[config.mk]
export PLATFORM = sky130hd
export DESIGN_NAME = calib_config_cmd_parser
export DESIGN_NICKNAME = d
export VERILOG_FILES = /design/src/pkg/cmd_pkg.sv /design/src/hdl/calib_config_cmd_parser.sv /design/src/hdl/reply_tx.sv
export SDC_FILE = /design/constraint.sdc
export NUM_CORES = 1
export LEC_CHECK = 0
export ABC_AREA = 1
export BUFFER_PORTS_ARGS = -buffer_cell sky130_fd_sc_hd__buf_2
export CORE_ASPECT_RATIO = 1.75
export CORE_MARGIN = 3
export CORE_UTILIZATION = 39
export CTS_CLUSTER_DIAMETER = 30
export DETAILED_ROUTE_END_ITERATION = 12
export PLACE_DENSITY = 0.57
export SKIP_LAST_GASP = 1
export SYNTH_ARGS = -nofsm -noshare
export SYNTH_HDL_FRONTEND = slang
export SYNTH_SLANG_ARGS = --single-unit
[constraint.sdc]
create_clock -name core_clk -period 42.5 [get_ports core_clk]
set_input_delay 2.125 -clock core_clk [delete_from_list [all_inputs] [get_ports core_clk]]
set_output_delay 2.125 -clock core_clk [all_outputs]
set_load 0.02 [all_outputs]
[src/pkg/cmd_pkg.sv]
// Functional notes
// - X command is 'X', space, decimal, CR LF.
// - X recalibrates zero, replies letter and zero.
// - X concentration scaled by multiplier; P bytes stored unscaled.
// - P 8 high byte, P 9 low byte.
// - two-byte concentration is high*256 plus low.
// - P 10 high, P 11 low fresh-air concentration.
// - S command stores altitude value, echoes it.
// - altitude defaults 8192, range 0 to 65536.
// - s command replies current altitude value.
// - @ stores both intervals, mirrors them back.
// - intervals in days, one decimal; zero disables.
// - concentration multiplier is always one.
// - G calibrates using fresh-air concentration setting.
package cmd_pkg;
    // character codes
    localparam logic [7:0] CH_X = 8'h58;
    localparam logic [7:0] CH_G = 8'h47;
    localparam logic [7:0] CH_P = 8'h50;
    localparam logic [7:0] CH_S = 8'h53;
    localparam logic [7:0] CH_SR = 8'h73;
    localparam logic [7:0] CH_AT = 8'h40;
    localparam logic [7:0] CH_SP = 8'h20;
    localparam logic [7:0] CH_CR = 8'h0d;
    localparam logic [7:0] CH_LF = 8'h0a;
    localparam logic [7:0] CH_DOT = 8'h2e;
    localparam logic [7:0] CH_0 = 8'h30;
    localparam logic [7:0] CH_9 = 8'h39;
    // value widths and limits
    localparam int VAL_W = 17;
    localparam int CONC_W = 16;
    localparam int TENTHS_W = 10;
    localparam logic [16:0] IDX_BG_HI = 17'h00008;
    localparam logic [16:0] IDX_BG_LO = 17'h00009;
    localparam logic [16:0] IDX_FA_HI = 17'h0000a;
    localparam logic [16:0] IDX_FA_LO = 17'h0000b;
    localparam logic [16:0] BYTE_MAX = 17'h000ff;
    localparam logic [16:0] CONC_MAX = 17'h0ffff;
    localparam logic [16:0] ALT_MAX = 17'h10000;
    localparam logic [16:0] TENTHS_MAX = 17'h003e7;
    localparam logic [16:0] CONC_MULT = 17'h00001;
    // values after reset
    localparam logic [16:0] ALT_RESET = 17'h02000;
    localparam logic [15:0] CONC_RESET = 16'h0190;
    localparam logic [9:0] TENTHS_RESET = 10'h000;
    // reply layout: letter, two fields of six slots, CR, LF
    localparam logic [3:0] SLOT_FIELD0 = 4'h1;
    localparam logic [3:0] SLOT_FIELD1 = 4'h7;
    localparam logic [3:0] SLOT_CR = 4'hd;
    localparam logic [3:0] SLOT_LAST = 4'he;

    typedef enum logic [2:0] {
        ST_LETTER = 3'b000,
        ST_BODY = 3'b001,
        ST_LF = 3'b010,
        ST_DISCARD = 3'b011,
        ST_CAL = 3'b100
    } parse_st_t;
endpackage
[src/hdl/calib_config_cmd_parser.sv]
`timescale 1ns/1ps
module calib_config_cmd_parser (
    input wire logic core_clk,
    input wire logic rstn,
    input wire logic [7:0] rx_data,
    input wire logic rx_valid,
    output logic rx_ready,
    output logic [7:0] tx_data,
    output logic tx_valid,
    input wire logic tx_ready,
    output logic zero_cal_req,
    output logic [15:0] zero_cal_conc,
    input wire logic zero_cal_done,
    input wire logic [15:0] zero_value,
    output logic [15:0] autozero_bg_conc,
    output logic [15:0] fresh_air_conc,
    output logic [16:0] altitude_comp,
    output logic [9:0] az_initial_tenths,
    output logic [9:0] az_regular_tenths,
    output logic az_enable
);
    cmd_pkg::parse_st_t st_q, st_d;
    logic [7:0] let_q, let_d;
    logic [1:0] argn_q, argn_d;
    logic [16:0] acc_q [2];
    logic [16:0] acc_d [2];
    logic has_q [2];
    logic has_d [2];
    logic dot_q [2];
    logic dot_d [2];
    logic [1:0] fr_q [2];
    logic [1:0] fr_d [2];
    logic [15:0] bg_q, bg_d, fa_q, fa_d, calc_q, calc_d;
    logic [16:0] alt_q, alt_d;
    logic [9:0] ini_q, ini_d, reg_q, reg_d;
    logic req_q, req_d;
    logic [7:0] cal_let_q, cal_let_d;
    logic tx_busy, tx_start, rx_take;
    logic [7:0] r_letter;
    logic [1:0] r_nf;
    logic r_tenths;
    logic [16:0] r_f0, r_f1;
    logic is_digit, cur_ok, do_x, do_g, do_p, do_s, do_sr, do_at, do_off;
    logic [16:0] x_conc;
    logic [1:0] cur;
    logic [20:0] prod;

    // argument accumulation and decode of a complete line
    always_comb begin
        is_digit = (rx_data >= cmd_pkg::CH_0) && (rx_data <= cmd_pkg::CH_9);
        cur = argn_q - 2'h1;
        cur_ok = (argn_q != 2'h0);
        prod = {4'h0, acc_q[cur[0]]} * 21'h0000a
             + {17'h00000, rx_data[3:0]};
        x_conc = acc_q[0] * cmd_pkg::CONC_MULT;
        do_x = (let_q == cmd_pkg::CH_X) && argn_q == 2'h1 && has_q[0]
            && !dot_q[0] && x_conc <= cmd_pkg::CONC_MAX;
        do_g = (let_q == cmd_pkg::CH_G) && argn_q == 2'h0;
        do_p = (let_q == cmd_pkg::CH_P) && argn_q == 2'h2 && has_q[0]
            && has_q[1] && !dot_q[0] && !dot_q[1]
            && acc_q[1] <= cmd_pkg::BYTE_MAX
            && acc_q[0] >= cmd_pkg::IDX_BG_HI
            && acc_q[0] <= cmd_pkg::IDX_FA_LO;
        do_s = (let_q == cmd_pkg::CH_S) && argn_q == 2'h1 && has_q[0]
            && !dot_q[0] && acc_q[0] <= cmd_pkg::ALT_MAX;
        do_sr = (let_q == cmd_pkg::CH_SR) && argn_q == 2'h0;
        do_at = (let_q == cmd_pkg::CH_AT) && argn_q == 2'h2
            && dot_q[0] && dot_q[1] && fr_q[0] == 2'h1 && fr_q[1] == 2'h1
            && acc_q[0] <= cmd_pkg::TENTHS_MAX
            && acc_q[1] <= cmd_pkg::TENTHS_MAX;
        do_off = (let_q == cmd_pkg::CH_AT) && argn_q == 2'h1 && has_q[0]
            && !dot_q[0] && acc_q[0] == 17'h00000;
        if (!(st_q == cmd_pkg::ST_LF && rx_take && rx_data == cmd_pkg::CH_LF))
        begin
            do_x = 1'b0;
            do_g = 1'b0;
            do_p = 1'b0;
            do_s = 1'b0;
            do_sr = 1'b0;
            do_at = 1'b0;
            do_off = 1'b0;
        end
    end

    // parser state, stored settings and calibration handshake
    always_comb begin
        st_d = st_q;
        let_d = let_q;
        argn_d = argn_q;
        acc_d = acc_q;
        has_d = has_q;
        dot_d = dot_q;
        fr_d = fr_q;
        bg_d = bg_q;
        fa_d = fa_q;
        alt_d = alt_q;
        ini_d = ini_q;
        reg_d = reg_q;
        calc_d = calc_q;
        cal_let_d = cal_let_q;
        req_d = 1'b0;
        tx_start = 1'b0;
        r_letter = let_q;
        r_nf = 2'h1;
        r_tenths = 1'b0;
        r_f0 = acc_q[0];
        r_f1 = acc_q[1];
        if (rx_take) begin
            case (st_q)
                cmd_pkg::ST_LETTER: begin
                    let_d = rx_data;
                    argn_d = 2'h0;
                    for (int i = 0; i < 2; i++) begin
                        acc_d[i] = 17'h00000;
                        has_d[i] = 1'b0;
                        dot_d[i] = 1'b0;
                        fr_d[i] = 2'h0;
                    end
                    st_d = (rx_data == cmd_pkg::CH_CR) ? cmd_pkg::ST_LETTER
                         : (rx_data == cmd_pkg::CH_LF) ? cmd_pkg::ST_LETTER
                         : cmd_pkg::ST_BODY;
                end
                cmd_pkg::ST_BODY: begin
                    if (rx_data == cmd_pkg::CH_CR) begin
                        st_d = cmd_pkg::ST_LF;
                    end else if (rx_data == cmd_pkg::CH_SP) begin
                        if (argn_q == 2'h2) begin
                            st_d = cmd_pkg::ST_DISCARD;
                        end else if (argn_q == 2'h0 || has_q[cur[0]]) begin
                            argn_d = argn_q + 2'h1;
                        end
                    end else if (is_digit && cur_ok) begin
                        acc_d[cur[0]] = (prod > 21'h01ffff) ? 17'h1ffff
                                      : prod[16:0];
                        has_d[cur[0]] = 1'b1;
                        if (dot_q[cur[0]] && fr_q[cur[0]] != 2'h3) begin
                            fr_d[cur[0]] = fr_q[cur[0]] + 2'h1;
                        end
                    end else if (rx_data == cmd_pkg::CH_DOT && cur_ok
                                 && has_q[cur[0]] && !dot_q[cur[0]]) begin
                        dot_d[cur[0]] = 1'b1;
                    end else begin
                        st_d = cmd_pkg::ST_DISCARD;
                    end
                end
                cmd_pkg::ST_LF: begin
                    st_d = cmd_pkg::ST_LETTER;
                    if (rx_data != cmd_pkg::CH_LF) begin
                        st_d = cmd_pkg::ST_DISCARD;
                    end else if (do_x || do_g) begin
                        st_d = cmd_pkg::ST_CAL;
                        req_d = 1'b1;
                        cal_let_d = let_q;
                        calc_d = do_x ? x_conc[15:0] : fa_q;
                    end else if (do_p) begin
                        case (acc_q[0][1:0])
                            2'h0: bg_d[15:8] = acc_q[1][7:0];
                            2'h1: bg_d[7:0] = acc_q[1][7:0];
                            2'h2: fa_d[15:8] = acc_q[1][7:0];
                            default: fa_d[7:0] = acc_q[1][7:0];
                        endcase
                        tx_start = 1'b1;
                        r_nf = 2'h2;
                    end else if (do_s || do_sr) begin
                        if (do_s) begin
                            alt_d = acc_q[0];
                        end
                        r_f0 = do_s ? acc_q[0] : alt_q;
                        tx_start = 1'b1;
                    end else if (do_at || do_off) begin
                        ini_d = do_at ? acc_q[0][9:0] : 10'h000;
                        reg_d = do_at ? acc_q[1][9:0] : 10'h000;
                        r_nf = do_at ? 2'h2 : 2'h1;
                        r_tenths = 1'b1;
                        tx_start = 1'b1;
                    end
                end
                cmd_pkg::ST_DISCARD: begin
                    if (rx_data == cmd_pkg::CH_LF) begin
                        st_d = cmd_pkg::ST_LETTER;
                    end
                end
                default: st_d = cmd_pkg::ST_LETTER;
            endcase
        end
        // reply to a calibration once the core reports the new zero
        if (st_q == cmd_pkg::ST_CAL && zero_cal_done && !tx_busy) begin
            st_d = cmd_pkg::ST_LETTER;
            tx_start = 1'b1;
            r_letter = cal_let_q;
            r_f0 = {1'b0, zero_value};
        end
    end

    always_ff @(posedge core_clk) begin
        if (!rstn) begin
            st_q <= cmd_pkg::ST_LETTER;
            let_q <= 8'h00;
            argn_q <= 2'h0;
            for (int i = 0; i < 2; i++) begin
                acc_q[i] <= 17'h00000;
                has_q[i] <= 1'b0;
                dot_q[i] <= 1'b0;
                fr_q[i] <= 2'h0;
            end
            bg_q <= cmd_pkg::CONC_RESET;
            fa_q <= cmd_pkg::CONC_RESET;
            alt_q <= cmd_pkg::ALT_RESET;
            ini_q <= cmd_pkg::TENTHS_RESET;
            reg_q <= cmd_pkg::TENTHS_RESET;
            calc_q <= 16'h0000;
            cal_let_q <= 8'h00;
            req_q <= 1'b0;
        end else begin
            st_q <= st_d;
            let_q <= let_d;
            argn_q <= argn_d;
            acc_q <= acc_d;
            has_q <= has_d;
            dot_q <= dot_d;
            fr_q <= fr_d;
            bg_q <= bg_d;
            fa_q <= fa_d;
            alt_q <= alt_d;
            ini_q <= ini_d;
            reg_q <= reg_d;
            calc_q <= calc_d;
            cal_let_q <= cal_let_d;
            req_q <= req_d;
        end
    end

    // no new byte while a reply or calibration is outstanding
    assign rx_ready = !tx_busy && st_q != cmd_pkg::ST_CAL;
    assign rx_take = rx_valid && rx_ready;
    assign zero_cal_req = req_q;
    assign zero_cal_conc = calc_q;
    assign autozero_bg_conc = bg_q;
    assign fresh_air_conc = fa_q;
    assign altitude_comp = alt_q;
    assign az_initial_tenths = ini_q;
    assign az_regular_tenths = reg_q;
    assign az_enable = (ini_q != 10'h000) || (reg_q != 10'h000);

    reply_tx u_reply (
        .core_clk(core_clk),
        .rstn(rstn),
        .start(tx_start),
        .letter(r_letter),
        .nfield(r_nf),
        .fmt_tenths(r_tenths),
        .field0(r_f0),
        .field1(r_f1),
        .busy(tx_busy),
        .tx_data(tx_data),
        .tx_valid(tx_valid),
        .tx_ready(tx_ready)
    );
endmodule

[src/hdl/reply_tx.sv]
`timescale 1ns/1ps
module reply_tx (
    input wire logic core_clk,
    input wire logic rstn,
    input wire logic start,
    input wire logic [7:0] letter,
    input wire logic [1:0] nfield,
    input wire logic fmt_tenths,
    input wire logic [16:0] field0,
    input wire logic [16:0] field1,
    output logic busy,
    output logic [7:0] tx_data,
    output logic tx_valid,
    input wire logic tx_ready
);
    logic active_q, active_d;
    logic valid_q, valid_d;
    logic [7:0] byte_q, byte_d;
    logic [3:0] pos_q, pos_d;
    logic [7:0] let_q, let_d;
    logic [1:0] nf_q, nf_d;
    logic ten_q, ten_d;
    logic [16:0] f0_q, f0_d, f1_q, f1_d;
    logic [7:0] slot_byte;
    logic slot_emit;

    // ascii digit n (0 = units) of a decimal value
    function automatic logic [7:0] dchar(input logic [16:0] v,
                                         input logic [2:0] n);
        logic [16:0] q;
        logic [16:0] r;
        case (n)
            3'h0: q = v;
            3'h1: q = v / 17'h0000a;
            3'h2: q = v / 17'h00064;
            3'h3: q = v / 17'h003e8;
            default: q = v / 17'h02710;
        endcase
        r = q % 17'h0000a;
        return cmd_pkg::CH_0 + {4'h0, r[3:0]};
    endfunction

    // byte for the current slot and whether it is sent
    always_comb begin
        logic [16:0] fv;
        logic [3:0] k;
        fv = 17'h00000;
        k = 4'h0;
        slot_byte = let_q;
        slot_emit = 1'b1;
        if (pos_q == cmd_pkg::SLOT_CR) begin
            slot_byte = cmd_pkg::CH_CR;
        end else if (pos_q == cmd_pkg::SLOT_LAST) begin
            slot_byte = cmd_pkg::CH_LF;
        end else if (pos_q != 4'h0) begin
            fv = (pos_q >= cmd_pkg::SLOT_FIELD1) ? f1_q : f0_q;
            k = (pos_q >= cmd_pkg::SLOT_FIELD1) ?
                pos_q - cmd_pkg::SLOT_FIELD1 : pos_q - cmd_pkg::SLOT_FIELD0;
            slot_emit = (pos_q >= cmd_pkg::SLOT_FIELD1) ? (nf_q == 2'h2)
                                                        : (nf_q != 2'h0);
            if (k == 4'h0) begin
                slot_byte = cmd_pkg::CH_SP;
            end else if (!ten_q) begin
                slot_byte = dchar(fv, 3'(4'h5 - k));
            end else begin
                // tenths shown as [t]u.f to mirror the interval input
                case (k)
                    4'h2: begin
                        slot_byte = dchar(fv, 3'h2);
                        slot_emit = slot_emit && (fv >= 17'h00064);
                    end
                    4'h3: slot_byte = dchar(fv, 3'h1);
                    4'h4: slot_byte = cmd_pkg::CH_DOT;
                    4'h5: slot_byte = dchar(fv, 3'h0);
                    default: slot_emit = 1'b0;
                endcase
            end
        end
    end

    // walk the slots, holding each emitted byte until it is taken
    always_comb begin
        active_d = active_q;
        valid_d = valid_q;
        byte_d = byte_q;
        pos_d = pos_q;
        let_d = let_q;
        nf_d = nf_q;
        ten_d = ten_q;
        f0_d = f0_q;
        f1_d = f1_q;
        if (valid_q && tx_ready) begin
            valid_d = 1'b0;
        end
        if (start && !busy) begin
            active_d = 1'b1;
            pos_d = 4'h0;
            let_d = letter;
            nf_d = nfield;
            ten_d = fmt_tenths;
            f0_d = field0;
            f1_d = field1;
        end else if (active_q && (!valid_q || tx_ready)) begin
            valid_d = slot_emit;
            byte_d = slot_emit ? slot_byte : byte_q;
            pos_d = pos_q + 4'h1;
            if (pos_q == cmd_pkg::SLOT_LAST) begin
                active_d = 1'b0;
            end
        end
    end

    always_ff @(posedge core_clk) begin
        if (!rstn) begin
            active_q <= 1'b0;
            valid_q <= 1'b0;
            byte_q <= 8'h00;
            pos_q <= 4'h0;
            let_q <= 8'h00;
            nf_q <= 2'h0;
            ten_q <= 1'b0;
            f0_q <= 17'h00000;
            f1_q <= 17'h00000;
        end else begin
            active_q <= active_d;
            valid_q <= valid_d;
            byte_q <= byte_d;
            pos_q <= pos_d;
            let_q <= let_d;
            nf_q <= nf_d;
            ten_q <= ten_d;
            f0_q <= f0_d;
            f1_q <= f1_d;
        end
    end

    assign busy = active_q || valid_q;
    assign tx_data = byte_q;
    assign tx_valid = valid_q;
endmodule

---- Word level (Yosys, flattened, before mapping) ----
Cells that the tools add are included.
storage, ports and cells
  flip-flop bits (word level) ............. 208
  output and inout bits ................... 97
  logic and storage cells ................. 357
cells by class
  add/subtract/negate cells ............... 12
  $mul .................................... 1
  divide/modulo/power cells ............... 8
  order comparisons ....................... 14
  equal/unequal tests ..................... 46
  muxes and demuxes ....................... 142
  bitwise logic cells ..................... 12
  reduce and logical (&&, ||, !) cells .... 92
operators with widths
  kind                                                   count
  2-to-1 mux 17 bit                                      37
  2-to-1 mux 34 bit                                      3
  modulo 17 x 4 -> 17 bit, second input constant         4
  one-hot mux 17 bit (4 select lines)                    1
  one-hot mux 34 bit (2 select lines)                    1
  equality test 8 x 7 -> 1 bit, second input constant    6
  2-to-1 mux 8 bit                                       6
  AND reduction 6 bit                                    8
  logical AND 1 bit                                      46
  2-to-1 mux 2 bit                                       23
  2-to-1 mux 1 bit                                       43
  bitwise mux 34 bit                                     1
  <= comparator 17 x 10 -> 1 bit, second input constant  2
  one-hot mux 8 bit (4 select lines)                     1
  adder 6 x 4 -> 7 bit, first input constant             4
  2-to-1 mux 3 bit                                       8
  != test 2 bit, second input constant                   11
  adder 21 x 4 -> 21 bit                                 1
  > comparator 21 x 17 -> 1 bit, second input constant   1
  multiplier 17 x 3 -> 20 bit, second input constant     1
  2-to-1 mux 10 bit                                      2
  2-to-1 mux 4 bit                                       5
  nonzero test 10 bit                                    2
  demux 17 bit (select 1 bit)                            1
  61 further kinds                                       109

---- Longest topological paths before layout ----
Gate-level depths: netlist of the first run.
  depth after elaboration ................. 21
  depth in mapped cells ................... 123
  mapped depth without buffers ............ 121

---- Hierarchy ----
A second synthesis of the first run with hierarchy kept.
second synthesis, totals
  cells, all modules ...................... 3322
  area total of the unflattened synthesis .. 20891.3 um^2
modules (own cells, without submodules)
  module                   instances  cells each  area each (um^2)  seq. area each (um^2)
  reply_tx                 1          1993        12034.0           1181.1
  calib_config_cmd_parser  1          1329        8857.2            2982.9

---- Worst setup path before layout of the first run ----
Ideal clock, no wire load.
  kind .................................... register to register
  from .................................... register u_reply.pos_q[0]
  to ...................................... register u_reply.byte_q[1], in the netlist u_reply.tx_data[1]
  library setup time ...................... 66 ps
  arrival ................................. 14957 ps
  slack ................................... 27477 ps
  cell stages (with the launch flop) ...... 118
  buffers on the path ..................... 3
  clock period less this slack ............ 15023 ps
  cell sequence ........................... dfxtp_1 -> inv_1 -> ha_1 -> xor2_1 -> nor2_4 -> nor2_4 -> nor2_4 -> nand2_2 -> clkinv_1 -> ha_1 -> a21oi_1 -> nand2_1 -> nand2_1 -> nand2_1 -> nand2_1 -> nand2_1 -> nand2_1 -> a21oi_1 -> [82 not listed] -> o21a_1 -> o211ai_1 -> nand2_1 -> a21oi_1 -> nor2_1 -> nand3_1 -> nand2_1 -> nand2_1 -> nand2_1 -> nand2_2 -> nand3_2 -> a21oi_1 -> nor2_1 -> nor2_1 -> nand2_1 -> nand2_1 -> nand2_1 -> a21oi_2
on the way
  longest elaborated chain between the ends .. 17
RTL lines
  item                                                                               RTL line                                        RTL
  start, declared                                                                    reply_tx.sv:19                                  logic [3:0] pos_q, pos_d;
  start signal, assigned                                                             reply_tx.sv:128                                 pos_q <= pos_d;
  >= comparator 4 x 3 -> 1 bit (tied with other cells)                               reply_tx.sv:56, reply_tx.sv:57, reply_tx.sv:59
  2-to-1 mux 17 bit / 2-to-1 mux 4 bit (equally long branches)                       reply_tx.sv:56, reply_tx.sv:57
  divider 17 x 4 -> 17 bit (tied with other cells)                                   reply_tx.sv:34                                  3'h1: q = v / 17'h0000a;
  2-to-1 mux 17 bit (tied with other cells)                                          reply_tx.sv:67                                  case (k)
  2-to-1 mux 17 bit / one-hot mux 17 bit (4 select lines) (equally long branches)    reply_tx.sv:63, reply_tx.sv:32
  2-to-1 mux 17 bit, on equally long branches                                        reply_tx.sv:61, reply_tx.sv:63
  2-to-1 mux 17 bit, on equally long branches                                        reply_tx.sv:55, reply_tx.sv:61
  2-to-1 mux 17 bit, on equally long branches                                        reply_tx.sv:53, reply_tx.sv:55
  2-to-1 mux 17 bit, on equally long branches                                        reply_tx.sv:51, reply_tx.sv:53
  modulo 17 x 4 -> 17 bit / 2-to-1 mux 17 bit (equally long branches)                reply_tx.sv:39, reply_tx.sv:51
  adder 6 x 4 -> 7 bit / modulo 17 x 4 -> 17 bit (equally long branches)             reply_tx.sv:40, reply_tx.sv:39
  one-hot mux 8 bit (4 select lines) / adder 6 x 4 -> 7 bit (equally long branches)  reply_tx.sv:67, reply_tx.sv:40
  2-to-1 mux 8 bit                                                                   reply_tx.sv:63                                  end else if (!ten_q) begin
  2-to-1 mux 8 bit                                                                   reply_tx.sv:61                                  if (k == 4'h0) begin
  2-to-1 mux 8 bit                                                                   reply_tx.sv:55                                  end else if (pos_q != 4'h0) begin
  2-to-1 mux 8 bit                                                                   reply_tx.sv:53                                  end else if (pos_q == cmd_pkg::SLOT_LAST) begin
  2-to-1 mux 8 bit                                                                   reply_tx.sv:51                                  if (pos_q == cmd_pkg::SLOT_CR) begin
  end signal, assigned                                                               reply_tx.sv:127                                 byte_q <= byte_d;
  end, declared                                                                      reply_tx.sv:18                                  logic [7:0] byte_q, byte_d;
Parallel ways exist; a longest one is shown, timed or not. The select of a mux whose other input is x is not followed.
A chain may end at the register's enable or synchronous reset.

---- Final worst setup path of the first run ----
Same ends and word-level chain as after synthesis.

==> results of run 1 <==
## final timing paths
check	startpoint	endpoint	slack [ps]	depth (start not counted)
worst max register to register	u_reply.pos_q[0]$_SDFFE_PP0P_	u_reply.tx_data[1]$_SDFFE_PN0P_	25890	114
worst min register to register	u_reply.f1_q[5]$_SDFFE_PN0P_	u_reply.f1_q[5]$_SDFFE_PN0P_	460	2
worst min-delay path	u_reply.f1_q[5]$_SDFFE_PN0P_	u_reply.f1_q[5]$_SDFFE_PN0P_	460	2
worst max-delay path	u_reply.pos_q[0]$_SDFFE_PP0P_	u_reply.tx_data[1]$_SDFFE_PN0P_	25890	114
## area by class of cell
cell class / instances / area (sq um) / area share, %
diodes: 1 / 2.502 / 0.01133
clock buffers: 29 / 670.6 / 3.037
clock inverters: 16 / 186.4 / 0.8443
inverters: 420 / 1589 / 7.197
multi-input cells: 2411 / 13800 / 62.49
flip-flops and latches: 208 / 4164 / 18.86
well taps: 666 / 833.3 / 3.774
repair buffers: 153 / 835.8 / 3.785
## Yosys cell counts (24+ instances only)
cell type / instances
nand2_1: 730
inv_1: 325
nand3_1: 250
o21ai_0: 223
a21oi_1: 213
dfxtp_1: 208
nor2_1: 193
nand2_2: 145
ha_1: 99
inv_2: 80
clkbuf_1: 62
nand2_4: 50
nand4_1: 47
xor2_1: 42
nand3_2: 35
o21ai_1: 35
nor3_1: 31
nor4_1: 25
o21a_1: 24
## power breakdown
part / switching [uW] / internal (uW) / total [uW]
clock: 93.7 / 128 / 222
sequential: 7.13 / 203 / 210
combinational: 810 / 392 / 1200
## registers in the layout (all words and copies together), names as in the netlist, 2 cells and up
name               count
st_q                   3
fr_q                   4
r_f1                  17
u_reply.tx_data        8
zero_cal_conc         16
u_reply.f0_q          17
altitude_comp         17
has_q                  2
fresh_air_conc        16
acc_q                 17
az_regular_tenths     10
u_reply.let_q          8
cal_let_q              8
dot_q                  2
argn_q                 2
let_q                  8
az_initial_tenths     10
u_reply.pos_q          4
autozero_bg_conc      16
u_reply.nf_q           2
u_reply.f1_q          17
## cells by family after synthesis
family,after synthesis,synth area share [%]
AND/OR/NAND/NOR,1584,39.75
buffers and inverters,503,9.999
adder cells (fa/ha/maj),101,6.419
XOR/XNOR,67,3.078
flip-flops,208,20.90
AO/OA/AOI/OAI,654,19.60
multiplexers,5,0.2512
## worst max-delay path: cells and delay by family, from the launching register on
| kind | cells | cell delay, ps |
|---|---|---|
| simple gates | 64 | 6330 |
| fa+ha+maj | 9 | 2910 |
| flops | 1 | 520 |
| compound gates | 28 | 4660 |
| xor+xnor | 2 | 540 |
| buf+inv | 11 | 1530 |
## metrics by stage
step / worst slack (ps) / total power [uW] / hold slack, ps / instances / utilization [%]
2_1_floorplan: 27480 / 1182 / 429.7 / 3122 / -
3_3_place_gp: 26520 / 1378 / 442.1 / 3858 / 42.05
3_5_place_dp: 26030 / 1414 / 449.5 / 3858 / 42.05
4_1_cts: 25930 / 1639 / 458.7 / 3903 / 43.75
5_1_grt: 23870 / 1808 / 480.4 / 3904 / 43.76
6_report: 25890 / 1634 / 456.4 / 3904 / 43.76
## metal layers
| metal | global-route usage (%) | part of all wire, % |
|---|---|---|
| met1 | 23.17 | 35 |
| met2 | 49.25 | 55 |
| met3 | 2.668 | 3.6 |
| met4 | 13.90 | 6.8 |
| met5 | 0 | 0.034 |
==> summary.txt, run 1 <==
Detailed routing
  • Initial DRT Pass Iterations: 8
  • Antenna Violating Nets Remaining: 0
  • WL/cell: 17.28 um
  • Post-detailed-routing wire length: a little under 70 mm
  • 1st-iter DRT viols: 1163
  • Vias: 20803
  • Drc violations: 0
  • Routed vias/inst: 5.329

Cells and area
  • Area Overhead vs Synth: 10.83%
  • Nets: 3349
  • Post-route cell area: 22080 sq um
  • Most common cell after layout, fill and taps aside: nand2_1
  • Filler cells: between 5000 and 6000
  • Most frequent cells in the layout: 730 x nand2_1, 325 x inv_1, 250 x nand3_1, 223 x o21ai_0, 212 x a21oi_1
  • Share of cells above drive strength 1: 19.28%

Die
  • Die ar.: around 54000 sq um
  • Row count: 109
  • Core Area: 50460 sq um
  • Initial core utilization: 39.48%
  • Ports: around 130
  • Die Width: 176.9 um
  • Die Height: 305.0 um

Pwr
  • Pleak: 0.01114 uW
  • Pwr dens: 74.00 nW/um^2
  • IR drop worst, VDD: 0.07375 mV

Yosys
  • Sequential share of the synthesized area: 20.90%
  • Top post-synthesis cells by area: dfxtp_1 21%, nand2_1 14%, nand3_1 6.3%
  • Ys Warns: 0
  • Mapped Area: 19920 sq um
  • Ys async rst share: 0%
  • Syn nets: about 3300
  • Post-Synthesis Cells: approximately 3100
  • Top_reg_cell synth: dfxtp_1
  • Mean post-synth cell area: about 6.4 sq um
  • Cell taking the most area after synthesis: dfxtp_1
  • Synth unique cells: 83
  • Post-synth EDFFs: 0
  • Flops & latches, synth: 208
  • Yosys top cell area share: 20.90%

Setup path
  • Crit. End Element: flop
  • Type of origin of the critical path: flop
  • CP arrival: 17070 ps
  • Worst path most repeated cell: nand2_1
  • Slowest CP cell: dfxtp_1
  • Max incr delay on CP: 520 ps
  • Crit Path Category: flop to flop
  • Critical Path RT: roughly 43000 ps
  • Crit-path max FO: 34

Placement
  • Buffers on Ports: 125
  • Gpl congestion: 0.9284
  • Placed Area: 21220 sq um
  • Detail Placement HPWL: 54.24 mm

Clock network
  • CTS root buf: clkbuf_16
  • Num CTS Buffers: 25
  • Clock Latency Late Sink: 550 ps
  • Hold_buf cts: 0
  • Cts repair resizes: 0
  • Maximum buffer depth of the clock tree: 3
  • Clk sinks: 208
  • CTS tree: yes
  • Postcts setup bufs: 0
  • Clock-pin slew on the worst setup and hold paths: about 60 ps
  • Htree depth: 1

STA
  • Fmax: 0.06022 GHz
  • Final min period: 16610 ps
  • Setup violations, final: 0
  • Fin crit share: 39.08%
  • Setup skew after layout: 20.02 ps
  • Setup TNS Final: 0 ps
  • Relative slew slack: 24.43%
  • Tightest Pin Transition: 1129 ps
  • RSZ-0062 raised after global routing: no
  • Final Hold Vio Count: 0
  • Final Max Tran Viols: 0

Run status
  • Outcome: complete, no violations

Global route
  • Via count of the first global-routing pass: 20701
  • Largest net degree at the start of global routing: 101
  • Gr usage total: 24.46%
  • Initial antenna violation count: 4
  • First-pass GRT wire length: ~110 mm
  • Grt ovf: 0

Hold path
  • Worst hold path class: flop to flop

Flow run
  • Max Cap Viol: 0
Power figures use the tool's default switching activity.
==> run 2, diff against run 1 <==
--- a/config.mk
+++ b/config.mk
@@ -12,7 +12,7 @@
 export CORE_UTILIZATION = 39
 export CTS_CLUSTER_DIAMETER = 30
 export DETAILED_ROUTE_END_ITERATION = 12
-export PLACE_DENSITY = 0.57
+export PLACE_DENSITY = 0.59
 export SKIP_LAST_GASP = 1
 export SYNTH_ARGS = -nofsm -noshare
 export SYNTH_HDL_FRONTEND = slang
==> constraint.sdc (replaced) <==
create_clock -name core_clk -period 14.9 [get_ports core_clk]
set_input_delay 0.745 -clock core_clk [delete_from_list [all_inputs] [get_ports core_clk]]
set_output_delay 0.745 -clock core_clk [all_outputs]
set_load 0.02 [all_outputs]
==> summary.txt, run 2 (synthesized netlist as in run 1, its figures left out) <==
STA
  • Final Max Tran Viols: 0 (unchanged)
  • Setup violations, final: 0 (unchanged)
  • Final min period: 13720 ps (-2884 ps)
  • Setup skew after layout: 12.99 ps (-7.026 ps)
  • Final Hold Vio Count: 0 (unchanged)
  • Fmax: 0.07287 GHz (+21%)
  • Tightest Pin Transition: 1210 ps (+80.41 ps)
  • Fin crit share: 92.10% (+53 points)
  • Relative slew slack: 19.05% (-5.4 points)
  • Final setup margin: 1177 ps (-24720 ps)

Die
  • Row count: 109 (unchanged)
  • Initial core utilization: 39.48% (unchanged)
  • Core Area: 50460 sq um (unchanged)
  • Die Width: 176.9 um (unchanged)
  • Ports: 126 (unchanged)
  • Die Height: 305.0 um (unchanged)
  • Die ar.: 53940 sq um (unchanged)

Setup path
  • Type of origin of the critical path: flop
  • Worst path most repeated cell: nand2_1
  • Crit Path Category: flop to flop
  • Crit-path max FO: 11 (-68%)
  • Reg2reg path depth: 114 (unchanged)
  • CP arrival: 14200 ps (-2870 ps)
  • Slowest CP cell: dfxtp_4
  • Crit. End Element: flop
  • Critical Path RT: 15380 ps (-27590 ps)
  • Max incr delay on CP: 370 ps (-150 ps)

Cells and area
  • Most frequent cells in the layout: 730 x nand2_1, 324 x inv_1, 250 x nand3_1, 212 x o21ai_0, 206 x a21oi_1
  • Final core occ: 44.92% (+1.2 points)
  • Nets: 3395 (+1.4%)
  • Most common cell after layout, fill and taps aside: nand2_1
  • # diodes: 0 (-1)
  • Area Overhead vs Synth: 13.77%
  • Share of cells above drive strength 1: 21.52% (+2.2 points)

Clock network
  • Clock Latency Late Sink: 550 ps (about the same)
  • Htree depth: 1 (unchanged)
  • Clk sinks: 208 (unchanged)
  • Num CTS Buffers: 26 (+4.0%)
  • Clock-pin slew on the worst setup and hold paths: 60 ps (about the same)
  • Maximum buffer depth of the clock tree: 3 (unchanged)
  • CTS root buf: clkbuf_16
  • CTS tree: yes

Global route
  • Initial antenna violation count: 0 (-4)
  • Gr usage total: 25.09% (+0.63 points)
  • First-pass GRT wire length: 108.4 mm (+1.3%)
  • Via count of the first global-routing pass: 20759 (+0.28%)
  • Grt ovf: 0 (unchanged)
  • Largest net degree at the start of global routing: 86 (-15%)

Hold path
  • Worst hold path class: flop to flop
  • Hold Crit Depth: 2 (unchanged)

Placement
  • Post-Place Worst Slack: 154.3 ps (-25870 ps)
  • Buffers on Ports: 125 (unchanged)
  • Detail Placement HPWL: 55.07 mm (+1.5%)
  • Gpl congestion: 0.9880 (+6.4%)

Flow run
  • Max Cap Viol: 0 (unchanged)

Pwr
  • IR drop worst, VDD: 0.2270 mV (+210%)
  • Pleak: 0.01141 uW (+2.4%)
  • Pwr dens: 205.3 nW/um^2 (+180%)
  • Total power: 4654 uW (+180%)

Detailed routing
  • WL/cell: 17.38 um (+0.54%)
  • Post-detailed-routing wire length: 68.66 mm (+1.8%)
  • Initial DRT Pass Iterations: 7 (-1)
  • Antenna Violating Nets Remaining: 0 (unchanged)
  • 1st-iter DRT viols: 952 (-18%)
  • Routed vias/inst: 5.304 (-0.46%)
  • Vias: 20957 (+0.74%)
  • Drc violations: 0 (unchanged)

Run status
  • Outcome: complete, no violations
## run 2: area by class of cell
class | count | area, sq um
well taps | 666 | 833.3
clock buffers | 29 | 681.9
multi-input cells | 2412 | 14000
clock inverters | 19 | 217.7
fillers | 5525 | 27800
flip-flops and latches | 208 | 4170
repair buffers | 197 | 1166
inverters | 420 | 1597
## run 2: repair_timing
action                                  CTS  global route
endpoints found under the setup margin    0             4
buffers inserted                          0            21
resized for setup                         0            56
hold buffers                              0             0
## run 2: stage by stage
stage          std cells  hold WS (ps)  instance area [sq um]  setup TNS (ps)
3_3_place_gp        3881         439.8                  21410               0
2_1_floorplan       3122         429.7                  19920               0
3_5_place_dp        3881         444.8                  21410               0
6_report            3951         452.5                  22670               0
5_1_grt             3951         478.9                  22670          -409.9
4_1_cts             3929         455.0                  22310               0
## run 2: final timing paths
path	end	startpoint	slack, ps
max	u_reply.tx_data[1]$_SDFFE_PN0P_	u_reply.pos_q[0]$_SDFFE_PP0P_	1180
min	cal_let_q[5]$_SDFFE_PN0P_	cal_let_q[5]$_SDFFE_PN0P_	450
max reg2reg	u_reply.tx_data[1]$_SDFFE_PN0P_	u_reply.pos_q[0]$_SDFFE_PP0P_	1180
min reg2reg	cal_let_q[5]$_SDFFE_PN0P_	cal_let_q[5]$_SDFFE_PN0P_	450
## run 2: layer usage
metal	up-vias	wire, um	GRT usage (%)
met5	-	0	0
met4	0	4859	14.96
met3	216	2613	2.593
met2	539	37820	50.32
met1	9555	23370	23.74
li1	10647	-	-
## run 2: critical path: cells and delay by family, from the launching register on
family,cells,cell delay (ps)
buf+inv,9,770
compound gates,30,4180
fa+ha+maj,9,2620
flops,1,370
simple gates,66,5690
## run 2: report_power, final
group          switching (uW)  internal, uW  total [uW]  leakage (uW)
logic                    2260          1140        3400       0.00929
registers                19.1           578         597       0.00168
clock network             278           376         654      0.000438
